`config.mk`:
```
export PLATFORM = sky130hd
export DESIGN_NAME = pwmct_top
export DESIGN_NICKNAME = d
export VERILOG_FILES = /design/src/hdl/pwmct_pkg.sv /design/src/hdl/pwmct_top.sv /design/src/hdl/pwmct_trig_gen.sv
export SDC_FILE = /design/constraint.sdc
export NUM_CORES = 1
export LEC_CHECK = 0
export BUFFER_PORTS_ARGS = -buffer_cell sky130_fd_sc_hd__buf_2
export CAP_MARGIN = 20
export CELL_PAD_IN_SITES_DETAIL_PLACEMENT = 0
export CELL_PAD_IN_SITES_GLOBAL_PLACEMENT = 2
export CORE_ASPECT_RATIO = 0.75
export CORE_MARGIN = 2
export CORE_UTILIZATION = 40
export CTS_BUF_LIST = sky130_fd_sc_hd__clkbuf_8
export CTS_CLUSTER_SIZE = 24
export DETAILED_ROUTE_END_ITERATION = 10
export PLACE_DENSITY_LB_ADDON = 0.1
export SYNTH_ARGS = -nofsm -noshare
export SYNTH_HDL_FRONTEND = slang
export SYNTH_SLANG_ARGS = --single-unit
```
`constraint.sdc`:
```
create_clock -name clock_in -period 5 [get_ports clock_in]
set_input_delay 0 -clock clock_in [delete_from_list [all_inputs] [get_ports clock_in]]
set_output_delay 0 -clock clock_in [all_outputs]
set_load 0.02 [all_outputs]
```
`src/hdl/pwmct_pkg.sv`:
```
package pwmct_pkg;

   // ------------------------------------------------------------------
   // register map (word index on the plain register port)
   // ------------------------------------------------------------------
   localparam logic [3:0]  PWMCT_ADDR_TBCTL  = 4'h0;   // time base control
   localparam logic [3:0]  PWMCT_ADDR_CLKDIV = 4'h1;   // clock divider select
   localparam logic [3:0]  PWMCT_ADDR_TRGCTL = 4'h2;   // channel trigger control
   localparam logic [3:0]  PWMCT_ADDR_STATUS = 4'h3;   // block status

   // ------------------------------------------------------------------
   // field positions and reset values
   // ------------------------------------------------------------------
   localparam int          PWMCT_TB_EN_BIT    = 15;
   localparam int          PWMCT_TB_POST_LSB  = 0;
   localparam int          PWMCT_TRG_DIV_LSB  = 12;
   localparam int          PWMCT_TRG_DUAL_BIT = 7;
   localparam int          PWMCT_TRG_STRT_LSB = 0;
   localparam logic [2:0]  PWMCT_CLKDIV_RST   = 3'h0;
   localparam logic [2:0]  PWMCT_CLKDIV_RSVD  = 3'h7;
   localparam logic [15:0] PWMCT_REG_RST      = 16'h0000;
   localparam logic [5:0]  PWMCT_PRESC_ONE    = 6'h01;

   // ------------------------------------------------------------------
   // carriers
   // ------------------------------------------------------------------
   typedef struct packed {
      logic [3:0] trigger_output_divider;
      logic       dual_trigger_select;
      logic [5:0] trigger_start_delay;
   } pwmct_trg_cfg_s;

   typedef struct packed {
      logic primary;
      logic secondary;
   } pwmct_trg_s;

endpackage

```
`src/hdl/pwmct_top.sv`:
```
`timescale 1ns/100ps
// Functional notes
// - prescaler field divides input clock by two to its power; 111 reserved
// - prescaler field resets to 000, undivided clock
// - trigger divider passes one trigger per N+1 events
// - dual select set merges secondary and primary into one trigger
// - dual select clear keeps two independent triggers
// - first trigger waits start delay whole PWM cycles after enable
// - postscaler emits special event every N+1 compare matches
// - unimplemented register bits read as zero, except time base control bits 14:4, which read back as written
module pwmct_top
   import pwmct_pkg::*;
(
   input  wire logic        clock_in,
   input  wire logic        rst_in,
   input  wire logic [3:0]  addr_in,
   input  wire logic [15:0] wdata_in,
   input  wire logic        wr_in,
   input  wire logic        rd_in,
   input  wire logic        cycle_start_in,
   input  wire logic        compare_match_in,
   input  wire logic        primary_event_in,
   input  wire logic        secondary_event_in,
   output logic [15:0]      rdata_out,
   output logic             time_base_tick_out,
   output logic             special_event_out,
   output logic             primary_trig_out,
   output logic             secondary_trig_out
);

   logic [15:0]    time_base_control;
   logic [2:0]     input_clock_prescale_sel;
   pwmct_trg_cfg_s trg_cfg;
   logic           time_base_enable;
   logic [3:0]     post_sel;
   logic [5:0]     presc_count;
   logic [5:0]     presc_limit;
   logic [3:0]     post_count;
   logic           started;
   pwmct_trg_s     trg_events;
   pwmct_trg_s     trg;

   assign time_base_enable = time_base_control[PWMCT_TB_EN_BIT];
   assign post_sel         = time_base_control[PWMCT_TB_POST_LSB +: 4];
   assign trg_events       = '{primary: primary_event_in, secondary: secondary_event_in};

   // decode of the prescale code into a terminal count
   function automatic logic [5:0] presc_term(input logic [2:0] sel);
      logic [6:0] ratio;
      ratio = 7'h01 << sel;
      return 6'(ratio - 7'h01);
   endfunction

   // ------------------------------------------------------------------
   // register writes
   // ------------------------------------------------------------------
   // prescaler resets to divide by one
   always_ff @(posedge clock_in or posedge rst_in)
   begin
      if (rst_in)
      begin
         time_base_control        <= PWMCT_REG_RST;
         input_clock_prescale_sel <= PWMCT_CLKDIV_RST;
         trg_cfg                  <= '0;
      end
      else if (wr_in)
      begin
         case (addr_in)
            PWMCT_ADDR_TBCTL:  time_base_control <= wdata_in;
            PWMCT_ADDR_CLKDIV: input_clock_prescale_sel <= wdata_in[2:0];
            PWMCT_ADDR_TRGCTL:
            begin
               trg_cfg.trigger_output_divider <= wdata_in[PWMCT_TRG_DIV_LSB +: 4];
               trg_cfg.dual_trigger_select    <= wdata_in[PWMCT_TRG_DUAL_BIT];
               trg_cfg.trigger_start_delay    <= wdata_in[PWMCT_TRG_STRT_LSB +: 6];
            end
            default: ;
         endcase
      end
   end

   // ------------------------------------------------------------------
   // register reads
   // ------------------------------------------------------------------
   // unimplemented bits read zero, except time base control bits 14:4, which read back as written
   always_ff @(posedge clock_in or posedge rst_in)
   begin
      if (rst_in)
         rdata_out <= 16'h0000;
      else if (rd_in)
      begin
         case (addr_in)
            PWMCT_ADDR_TBCTL:  rdata_out <= time_base_control;
            PWMCT_ADDR_CLKDIV: rdata_out <= {13'h0000, input_clock_prescale_sel};
            PWMCT_ADDR_TRGCTL: rdata_out <= {trg_cfg.trigger_output_divider, 4'h0,
                                             trg_cfg.dual_trigger_select, 1'b0,
                                             trg_cfg.trigger_start_delay};
            PWMCT_ADDR_STATUS: rdata_out <= {post_count, 4'h0, 1'b0, started,
                                             presc_count};
            default:           rdata_out <= 16'h0000;
         endcase
      end
      else
         rdata_out <= 16'h0000;
   end

   // ------------------------------------------------------------------
   // input clock prescaler
   // ------------------------------------------------------------------
   // divide by 2 to the power of code; reserved code stops ticks
   // a mid-run change keeps the count; the >= compare wraps it, never locks up
   assign presc_limit = presc_term(input_clock_prescale_sel);
   always_ff @(posedge clock_in or posedge rst_in)
   begin
      if (rst_in)
      begin
         presc_count        <= 6'h00;
         time_base_tick_out <= 1'b0;
      end
      else if (!time_base_enable || input_clock_prescale_sel == PWMCT_CLKDIV_RSVD)
      begin
         presc_count        <= 6'h00;
         time_base_tick_out <= 1'b0;
      end
      else if (presc_count >= presc_limit)
      begin
         presc_count        <= 6'h00;
         time_base_tick_out <= 1'b1;
      end
      else
      begin
         presc_count        <= presc_count + PWMCT_PRESC_ONE;
         time_base_tick_out <= 1'b0;
      end
   end

   // ------------------------------------------------------------------
   // special event postscaler
   // ------------------------------------------------------------------
   // one special event per N+1 compare matches
   // settings assumed steady while the time base runs
   always_ff @(posedge clock_in or posedge rst_in)
   begin
      if (rst_in)
      begin
         post_count        <= 4'h0;
         special_event_out <= 1'b0;
      end
      else if (!time_base_enable)
      begin
         post_count        <= 4'h0;
         special_event_out <= 1'b0;
      end
      else if (compare_match_in)
      begin
         special_event_out <= (post_count == post_sel);
         post_count        <= (post_count == post_sel) ? 4'h0 : post_count + 4'h1;
      end
      else
         special_event_out <= 1'b0;
   end

   // ------------------------------------------------------------------
   // trigger generator
   // ------------------------------------------------------------------
   pwmct_trig_gen u_trig
   (
      .clock_in       (clock_in),
      .rst_in         (rst_in),
      .enable_in      (time_base_enable),
      .cfg_in         (trg_cfg),
      .cycle_start_in (cycle_start_in),
      .event_in       (trg_events),
      .trig_out       (trg),
      .started_out    (started)
   );

   // output stage keeps top outputs straight from flip-flops
   always_ff @(posedge clock_in or posedge rst_in)
   begin
      if (rst_in)
      begin
         primary_trig_out   <= 1'b0;
         secondary_trig_out <= 1'b0;
      end
      else
      begin
         primary_trig_out   <= trg.primary;
         secondary_trig_out <= trg.secondary;
      end
   end

   // ------------------------------------------------------------------
   // checks
   // ------------------------------------------------------------------
   a_presc_reset_val: assert property (
      @(posedge clock_in)
      $fell(rst_in) |-> input_clock_prescale_sel == PWMCT_CLKDIV_RST)
      else $error("prescaler not zero after reset");

   // a stop of the time base right after a tick cuts the spacing short, so it disables the check
   a_presc_tick_gap: assert property (
      @(posedge clock_in) disable iff (rst_in || !time_base_enable)
      (time_base_tick_out && time_base_enable && input_clock_prescale_sel == 3'h1
       && $stable(input_clock_prescale_sel)) |=> !time_base_tick_out ##1 time_base_tick_out)
      else $error("divide by two tick spacing wrong");

   a_presc_reserved: assert property (
      @(posedge clock_in) disable iff (rst_in)
      $past(input_clock_prescale_sel) == PWMCT_CLKDIV_RSVD |-> !time_base_tick_out)
      else $error("tick on reserved prescale code");

   a_read_zero_bits: assert property (
      @(posedge clock_in) disable iff (rst_in)
      (rd_in && addr_in == PWMCT_ADDR_TRGCTL) |=> (rdata_out[11:8] == 4'h0) && !rdata_out[6])
      else $error("reserved trigger bits read nonzero");

   a_post_match: assert property (
      @(posedge clock_in) disable iff (rst_in)
      (time_base_enable && compare_match_in && post_sel == 4'h0) |=> special_event_out)
      else $error("one to one postscaler dropped a match");

endmodule

```
`src/hdl/pwmct_trig_gen.sv`:
```
`timescale 1ns/100ps
// per-channel trigger generator: start delay, event divider, dual merge
module pwmct_trig_gen
   import pwmct_pkg::*;
(
   input  wire logic           clock_in,
   input  wire logic           rst_in,
   input  wire logic           enable_in,
   input  wire pwmct_trg_cfg_s cfg_in,
   input  wire logic           cycle_start_in,
   input  wire pwmct_trg_s     event_in,
   output pwmct_trg_s          trig_out,
   output logic                started_out
);

   logic [5:0] delay_count;
   logic [3:0] div_count;
   logic       next_started;
   logic       any_event;

   // ------------------------------------------------------------------
   // start delay
   // ------------------------------------------------------------------
   assign next_started = started_out ||
                         (delay_count == cfg_in.trigger_start_delay);
   always_ff @(posedge clock_in or posedge rst_in)
   begin
      if (rst_in)
      begin
         delay_count <= 6'h00;
         started_out <= 1'b0;
      end
      else if (!enable_in)
      begin
         delay_count <= 6'h00;
         started_out <= 1'b0;
      end
      else if (cycle_start_in && !started_out)
      begin
         started_out <= next_started;
         if (!next_started)
            delay_count <= delay_count + 6'h01;
      end
   end

   // ------------------------------------------------------------------
   // event divider and trigger outputs
   // ------------------------------------------------------------------
   // dual select merges events
   assign any_event = event_in.primary || event_in.secondary;

   always_ff @(posedge clock_in or posedge rst_in)
   begin
      if (rst_in)
      begin
         div_count <= 4'h0;
         trig_out  <= '0;
      end
      else if (!enable_in || !started_out)
      begin
         div_count <= 4'h0;
         trig_out  <= '0;
      end
      else if (cfg_in.dual_trigger_select)
      begin
         trig_out.secondary <= 1'b0;
         trig_out.primary   <= 1'b0;
         if (any_event)
         begin
            if (div_count == cfg_in.trigger_output_divider)
            begin
               div_count        <= 4'h0;
               trig_out.primary <= 1'b1;
            end
            else
               div_count <= div_count + 4'h1;
         end
      end
      else
      begin
         trig_out.secondary <= event_in.secondary;
         trig_out.primary   <= 1'b0;
         if (event_in.primary)
         begin
            if (div_count == cfg_in.trigger_output_divider)
            begin
               div_count        <= 4'h0;
               trig_out.primary <= 1'b1;
            end
            else
               div_count <= div_count + 4'h1;
         end
      end
   end

   // ------------------------------------------------------------------
   // checks
   // ------------------------------------------------------------------
   a_trig_needs_start: assert property (
      @(posedge clock_in) disable iff (rst_in)
      trig_out.primary |-> $past(started_out))
      else $error("trigger before start delay elapsed");

   a_disable_clears: assert property (
      @(posedge clock_in) disable iff (rst_in)
      !enable_in |=> (delay_count == 6'h00) && (div_count == 4'h0))
      else $error("counters not cleared when disabled");

   a_div_every: assert property (
      @(posedge clock_in) disable iff (rst_in)
      (enable_in && started_out && event_in.primary && !cfg_in.dual_trigger_select
       && cfg_in.trigger_output_divider == 4'h0) |=> trig_out.primary)
      else $error("divide by one dropped an event");

   a_dual_no_second: assert property (
      @(posedge clock_in) disable iff (rst_in)
      $past(cfg_in.dual_trigger_select) |-> !trig_out.secondary)
      else $error("secondary trigger out in dual mode");

   a_split_second: assert property (
      @(posedge clock_in) disable iff (rst_in)
      (enable_in && started_out && !cfg_in.dual_trigger_select && event_in.secondary)
      |=> trig_out.secondary)
      else $error("secondary trigger lost in split mode");

endmodule

```
==> results.tsv, run 1 <==
stage	metric	value	unit
logic_synthesis	number of synthesized flops with an enable pin	0	
sta	Slew HR	0.282	
logic_synthesis	Top FF cell, synth	dfrtp_1	
power_and_ir_drop	P per Cell Area	384	mW/mm^2
routing	Vias	2444	
worst_setup_path	CP max FO	9	
worst_setup_path	Worst Setup Start Kind	flip-flop	
grt	vias in the first global route	2485	
routing	Total Routed Length	7.58	mm
grt	first-pass GRT wire length	12.9	mm
logic_synthesis	Yosys top cell by area	dfrtp_1	
sta	Final Hold Viols	0	
logic_synthesis	Synth top area share	0.536	
logic_synthesis	Post-synth top cells	dfrtp_1 (73), nand2_1 (26), mux2_2 (21)	
logic_synthesis	top-count cell post-synth	dfrtp_1	
logic_synthesis	Post-Synthesis Cells	290	
clocking	TritonCTS clock tree	yes	
place	IO Port Bufs	47	
floorplanning	num rows	29	
grt	initial antenna violation count	0	
routing	post-DR wirelength/cell	16.0	um
floorplanning	Die Ht	83.9	um
sta	RSZ-0062 raised after global routing	false	
worst_setup_path	critical path class	reg -> reg	
sta	final setup fails	0	
clocking	Root Driver	clkbuf_8	
sta	max-slew violation count	0	
sta	Max Clk Rate	0.468	GHz
place	GPL Wtd Cong	0.749	
routing	DRT antenna net count	0	
worst_setup_path	crit-path max cell delay	0.46	ns
place	placed cell area	0.00375	mm^2
routing	initial DRC count	112	
worst_setup_path	ordered cell list for the critical path	or3_1 -> ha_1 -> nand2b_1 -> a21o_1 -> a21oi_1 -> o21ai_1 -> nor3_1	
floorplanning	Core ar.	0.00835	mm^2
clocking	total CTS buffers	9	
logic_synthesis	post-synthesis simple-gate area fraction	0.140	
cells_and_area	area delta synth->final	24.3	%
floorplanning	IO Count	48	
run_status	status	finished clean	
cells_and_area	Ant. Diodes	0	
clocking	worst skew pair latency	0.35	ns
clocking	setup bufs post-CTS	0	
min_path	HP Class	in -> reg	
power_and_ir_drop	Max VDD drop	0.000254	V
sta	Worst Tran Pin Value	1.07	ns
logic_synthesis	Area contributors post-synth	dfrtp_1 (54%), mux2_2 (6.9%), mux2_4 (4.4%)	
clocking	H-tree levels	3	
worst_setup_path	CP Data Required Time	5.26	ns
routing	drc violations	0	
logic_synthesis	syn_nets	328	
cells_and_area	fraction of layout cells with a size suffix above 1	0.281	
cells_and_area	final non-filler cell total	475	
sta	minimum clock period	2.14	ns
logic_synthesis	Post-Synth Adder-Cell Area	0.0367	
logic_synthesis	Yosys cell types	40	
worst_setup_path	worst endpoint data arrival time	2.40	ns
logic_synthesis	Seq/Total Area, Yosys	0.536	
clocking	clk sinks	73	
routing	Via density	5.15	
routing	First-pass DRT Iterations	4	
place	placed cells	438	
worst_setup_path	Slowest cell on crit path	dfrtp_1	
logic_synthesis	Synth Register Bits	73	
cells_and_area	Final #Nets	401	
grt	global route overflow	0	
logic_synthesis	xor and xnor fraction of the mapped netlist area	0.0489	
floorplanning	Die Area	0.00928	mm^2
worst_setup_path	CP endpoint kind	flip-flop	
clocking	CTS max path bufs	2	
floorplanning	die width	111	um
sta	TNS Setup	0	ns
logic_synthesis	fraction of registers with async set/reset	1.00	
logic_synthesis	synthesized area per cell	11.7	um^2
logic_synthesis	Mapped Area	0.00341	mm^2
cells_and_area	cell area after layout	0.00423	mm^2
job	maxcap violations	0	
logic_synthesis	main combinational cell family by area after synthesis	simple AND/OR/NAND/NOR gates	
sta	Worst Skew	0.00795	ns
clocking	Worst-path clk slew	0.08	ns
logic_synthesis	Syn. warnings	0	
floorplanning	starting density of the core	0.408	
power_and_ir_drop	Pwr Total	1.63	mW
grt	largest net degree at the start of global routing	74	
sta	fin crit share	0.428	
grt	Total GRT Usage	0.178	
power_and_ir_drop	Leak Pwr	2.05	nW
logic_synthesis	complex-gate fraction of the synthesized area	0.0959	
logic_synthesis	mux cell area share after synthesis	0.122	
place	Detailed Place HPWL	5.09	mm
==> per-layer routing <==
| layer | track usage | vias up | part of all wire |
|---|---|---|---|
| met5 | 0 | - | 0 |
| met4 | 0.0398 | 0 | 0.0096 |
| met3 | 0.0661 | 8 | 0.049 |
| met2 | 0.249 | 57 | 0.41 |
| met1 | 0.263 | 1202 | 0.53 |
| li1 | - | 1177 | - |
==> logic make-up after synthesis <==
family,Yosys count
mux,34
flops,73
simple gates,88
fa+ha+maj,10
xor+xnor,19
buf+inv,16
compound gates,50
==> area by class of cell <==
| type | count | area [um^2] |
|---|---|---|
| Multi-Input combinational cell | 201 | 1510 |
| Clock buffer | 10 | 138 |
| Inverter | 7 | 26.3 |
| Tap cell | 108 | 135 |
| Timing Repair Buffer | 71 | 470 |
| Sequential cell | 73 | 1830 |
| Clock inverter | 5 | 128 |
| Fill cell | 776 | 4110 |
==> stage by stage <==
stage	hold slack (ns)	setup slack (ns)	util
final	0.0456	2.86	0.507
after CTS	0.0182	2.84	0.507
after detailed placement	0.236	2.76	0.449
after global routing	0.0335	2.66	0.507
after floorplan	0.149	3.02	-
after global placement	0.233	2.93	0.449
==> state kept, by name (all words and copies together), names as in the netlist <==
signal,flops
rdata_out,16
time_base_control,16
trg_cfg,11
presc_count,6
u_trig.delay_count,6
post_count,4
u_trig.div_count,4
input_clock_prescale_sel,3
u_trig.trig_out,2
primary_trig_out,1
secondary_trig_out,1
special_event_out,1
time_base_tick_out,1
u_trig.started_out,1
==> final timing paths <==
check / start / endpoint / slack [ns] / depth (start not counted)
min in group asynchronous: rst_in / rdata_out[14] / 0.48 / 4
max: input_clock_prescale_sel[2] / presc_count[4] / 2.86 / 7
max reg2reg: input_clock_prescale_sel[2] / presc_count[4] / 2.86 / 7
min reg2reg: u_trig.trig_out[0] / secondary_trig_out / 0.36 / 0
min: addr_in[2] / rdata_out[4] / 0.05 / 4
max in group asynchronous: rst_in / presc_count[4] / 3.94 / 4
==> worst max-delay path: cells and delay by family (launching register included) <==
kind | cells | cell delay (ns)
compound gates | 3 | 0.55
flops | 1 | 0.46
fa+ha+maj | 1 | 0.27
simple gates | 3 | 0.78
==> what timing repair did <==
item,CTS,global route
setup endpoints to repair,0,0
resized for setup,0,0
hold endpoints to repair,111,0
hold buffers,22,0
==> report_power, final <==
group	switching [mW]	total [mW]	internal [mW]
registers	0.0785	0.741	0.663
clock network	0.222	0.614	0.393
logic	0.128	0.270	0.142
total	0.428	1.63	1.20
==> placed cells by master (no fill, tap or decap), drive strengths merged, types with 3 or more instances in the layout <==
cell type	n
mux2i	3
nor2	13
nor2b	5
dlygate4sd3	22
nand2b	4
nand4	3
nor3	7
and3	7
bufinv	4
ha	10
clkbuf	10
xor2	13
inv	7
a21oi	17
nor4	3
mux2	31
nand3	8
a22oi	15
buf	49
o21ai	7
xnor2	6
and2	5
dfrtp	73
nand2	27
No activity file was read; power rests on OpenSTA's default activity.
==> run 2, diff against run 1 <==
ABC_AREA = 1   (was default)
CORE_UTILIZATION = 36   (was 40)
clock period = 2.07 ns   (was 5 ns; I/O delays follow)
==> run 2 against run 1 <==
  * Die area rose by 19%
  * First-iteration DRC count increased by 30%
  * Clock-buffer cell count is 3 higher
  * Non-clock buffer count grew 1
  * Worst setup slack worse by 2.4 ns
  * Largest power group unchanged
==> results.tsv, run 2 <==
stage	metric	value	unit	change
routing	Via density	4.52		-12%
logic_synthesis	Synth top area share	0.495		-0.0411
cells_and_area	commonest cells after routing, fill and taps aside	nand2_1 (106), dfrtp_1 (73), inv_1 (58)		
job	maxcap violations	0		unchanged
cells_and_area	final non-filler cell total	631		+33%
routing	DR WL met3	414	um	+11%
grt	largest net degree at the start of global routing	74		unchanged
run_status	status	finished clean		
logic_synthesis	fraction of registers with async set/reset	1.00		unchanged
sta	RSZ-0062 raised after global routing	false		
sta	TNS Setup	0	ns	unchanged
logic_synthesis	number of synthesized flops with an enable pin	0		unchanged
cells_and_area	fillers	984		+27%
worst_setup_path	CP endpoint kind	flip-flop		
sta	Final Hold Viols	0		unchanged
sta	max-slew violation count	0		unchanged
logic_synthesis	Post-synth top cells	nand2_1 (106), dfrtp_1 (73), inv_1 (57)		
cells_and_area	area delta synth->final	20.5	%	
grt	global route overflow	0		unchanged
routing	Vias	2849		+17%
grt	vias in the first global route	2795		+12%
logic_synthesis	Synth Register Bits	73		unchanged
cells_and_area	Final #Nets	532		+33%
min_path	Hold Path Stages	3		-1
routing	initial DRC count	146		+30%
logic_synthesis	top-count cell post-synth	nand2_1		
cells_and_area	most common cell after layout, fill and taps aside	nand2_1		
worst_setup_path	r2r worst-path depth	8		+1
grt	Total GRT Usage	0.170		-0.00777
clocking	total CTS buffers	9		unchanged
routing	DRT antenna net count	0		unchanged
floorplanning	starting density of the core	0.376		-0.0322
clocking	clk sinks	73		unchanged
routing	Total Routed Length	8.66	mm	+14%
routing	post-DR wirelength/cell	13.7	um	-14%
power_and_ir_drop	Leak Pwr	2.40	nW	+17%
worst_setup_path	worst endpoint data arrival time	1.92	ns	-0.48 ns
clocking	TritonCTS clock tree	yes		
min_path	HP Class	in -> reg		
place	placed cells	592		+35%
worst_setup_path	Worst Setup Start Kind	flip-flop		
worst_setup_path	CP max FO	6		-3
sta	fin crit share	0.790		+0.362
logic_synthesis	Mapped Area	0.00369	mm^2	+8.3%
cells_and_area	top flop regs	rdata_out (16), time_base_control (16), trg_cfg (11)		
floorplanning	die width	121	um	+9.3%
floorplanning	Die Ht	91.7	um	+9.2%
routing	First-pass DRT Iterations	4		unchanged
worst_setup_path	FF-to-FF setup slack	0.44	ns	-2.43 ns
sta	WHS	0.0847	ns	+0.0390 ns
logic_synthesis	synthesized area per cell	8.74	um^2	-26%
routing	met2 wire length	3.40	mm	+10%
logic_synthesis	syn_nets	460		+40%
clocking	H-tree levels	3		unchanged
sta	Slew HR	0.558		+0.276
routing	metal1 wirelength	4.73	mm	+17%
clocking	Root Driver	clkbuf_8		
clocking	Worst-path clk slew	0.08	ns	about the same
cells_and_area	fraction of layout cells with a size suffix above 1	0.220		-0.0602
power_and_ir_drop	Max VDD drop	0.000303	V	+19%
logic_synthesis	Seq/Total Area, Yosys	0.495		-0.0411
logic_synthesis	Top FF cell, synth	dfrtp_1		
clocking	worst skew pair latency	0.35	ns	about the same
logic_synthesis	Yosys cell types	30		-25%
routing	uppermost layer routed	met4		
clocking	CTS max path bufs	2		unchanged
place	IO Port Bufs	47		unchanged
power_and_ir_drop	Pwr Total	3.47	mW	+110%
logic_synthesis	Syn. warnings	0		unchanged
logic_synthesis	Yosys top cell by area	dfrtp_1		
floorplanning	num rows	31		+6.9%
sta	Worst Skew	0.00746	ns	-0.000491 ns
grt	initial antenna violation count	0		unchanged
sta	minimum clock period	1.63	ns	-0.504 ns
floorplanning	Core ar.	0.00981	mm^2	+18%
place	GPL Wtd Cong	0.772		+3.0%
worst_setup_path	CP Data Required Time	2.35	ns	-2.91 ns
worst_setup_path	critical path class	reg -> reg		
cells_and_area	Ant. Diodes	0		unchanged
sta	final setup fails	0		unchanged
logic_synthesis	Area contributors post-synth	dfrtp_1 (50%), nand2_1 (11%), inv_1 (5.8%)		
power_and_ir_drop	P per Cell Area	780	mW/mm^2	+100%
grt	first-pass GRT wire length	14.4	mm	+12%
logic_synthesis	Post-Synthesis Cells	422		+46%
place	Detailed Place HPWL	6.02	mm	+18%
floorplanning	IO Count	48		unchanged
routing	drc violations	0		unchanged
floorplanning	Die Area	0.0111	mm^2	+19%
sta	Max Clk Rate	0.612	GHz	+31%
sta	Worst Tran Pin Value	0.661	ns	-0.408 ns
run 2: path summary, 6_finish.rpt:
kind | to | from
worst max-delay path | presc_count[2] | input_clock_prescale_sel[2]
worst min-delay path | input_clock_prescale_sel[0] | addr_in[0]
worst max register to register | presc_count[2] | input_clock_prescale_sel[2]
worst min register to register | primary_trig_out | u_trig.trig_out[1]
max in group asynchronous | u_trig.delay_count[1] | rst_in
min in group asynchronous | rdata_out[12] | rst_in
run 2: worst max-delay path, cell delays in order (launching register included):
cell and delay, ns:
dfrtp_1 0.43, inv_1 0.13, nand3_1 0.09, ha_1 0.27, o21ai_0 0.16, a21oi_1 0.08
nor2_1 0.12, nand2_1 0.16, nor2_1 0.13
run 2: repair_timing:
action,in CTS,in global routing
resized for setup,0,0
setup buffers,0,0
endpoints found under the hold margin,117,0
hold buffers,23,0
run 2: layout make-up:
class	instances	area, um^2	share of cell area
Tap cell	132	165	0.0372
Sequential cell	73	1830	0.411
Inverter	59	224	0.0504
Multi-Input combinational cell	279	1540	0.347
Clock inverter	3	15.0	0.00338
Timing Repair Buffer	72	493	0.111
Clock buffer	13	179	0.0403
run 2: routing by layer:
metal / vias to the layer above / global-route usage
met5: - / 0
met4: 0 / 0.0523
met3: 10 / 0.0429
met2: 62 / 0.234
met1: 1298 / 0.260
li1: 1479 / -
run 2: kinds of logic after synthesis:
kind of cell    Yosys count  share of synthesized area
flops                    73                      0.495
compound gates           58                      0.103
buf+inv                  70                     0.0868
xor+xnor                 17                     0.0404
simple gates            194                      0.241
fa+ha+maj                10                     0.0339
run 2: report_power, final:
part	internal, mW	switching, mW
logic	0.260	0.401
registers	1.58	0.154
clock network	0.559	0.517
total	2.40	1.07
run 2: per-stage QoR:
step                setup WS [ns]  area [um^2]   util
floorplan                   0.217         3690      -
global placement            0.490         4020  0.410
detailed placement          0.463         4020  0.410
CTS                         0.426         4440  0.453
global route                0.133         4440  0.453
finish                      0.435         4440  0.453
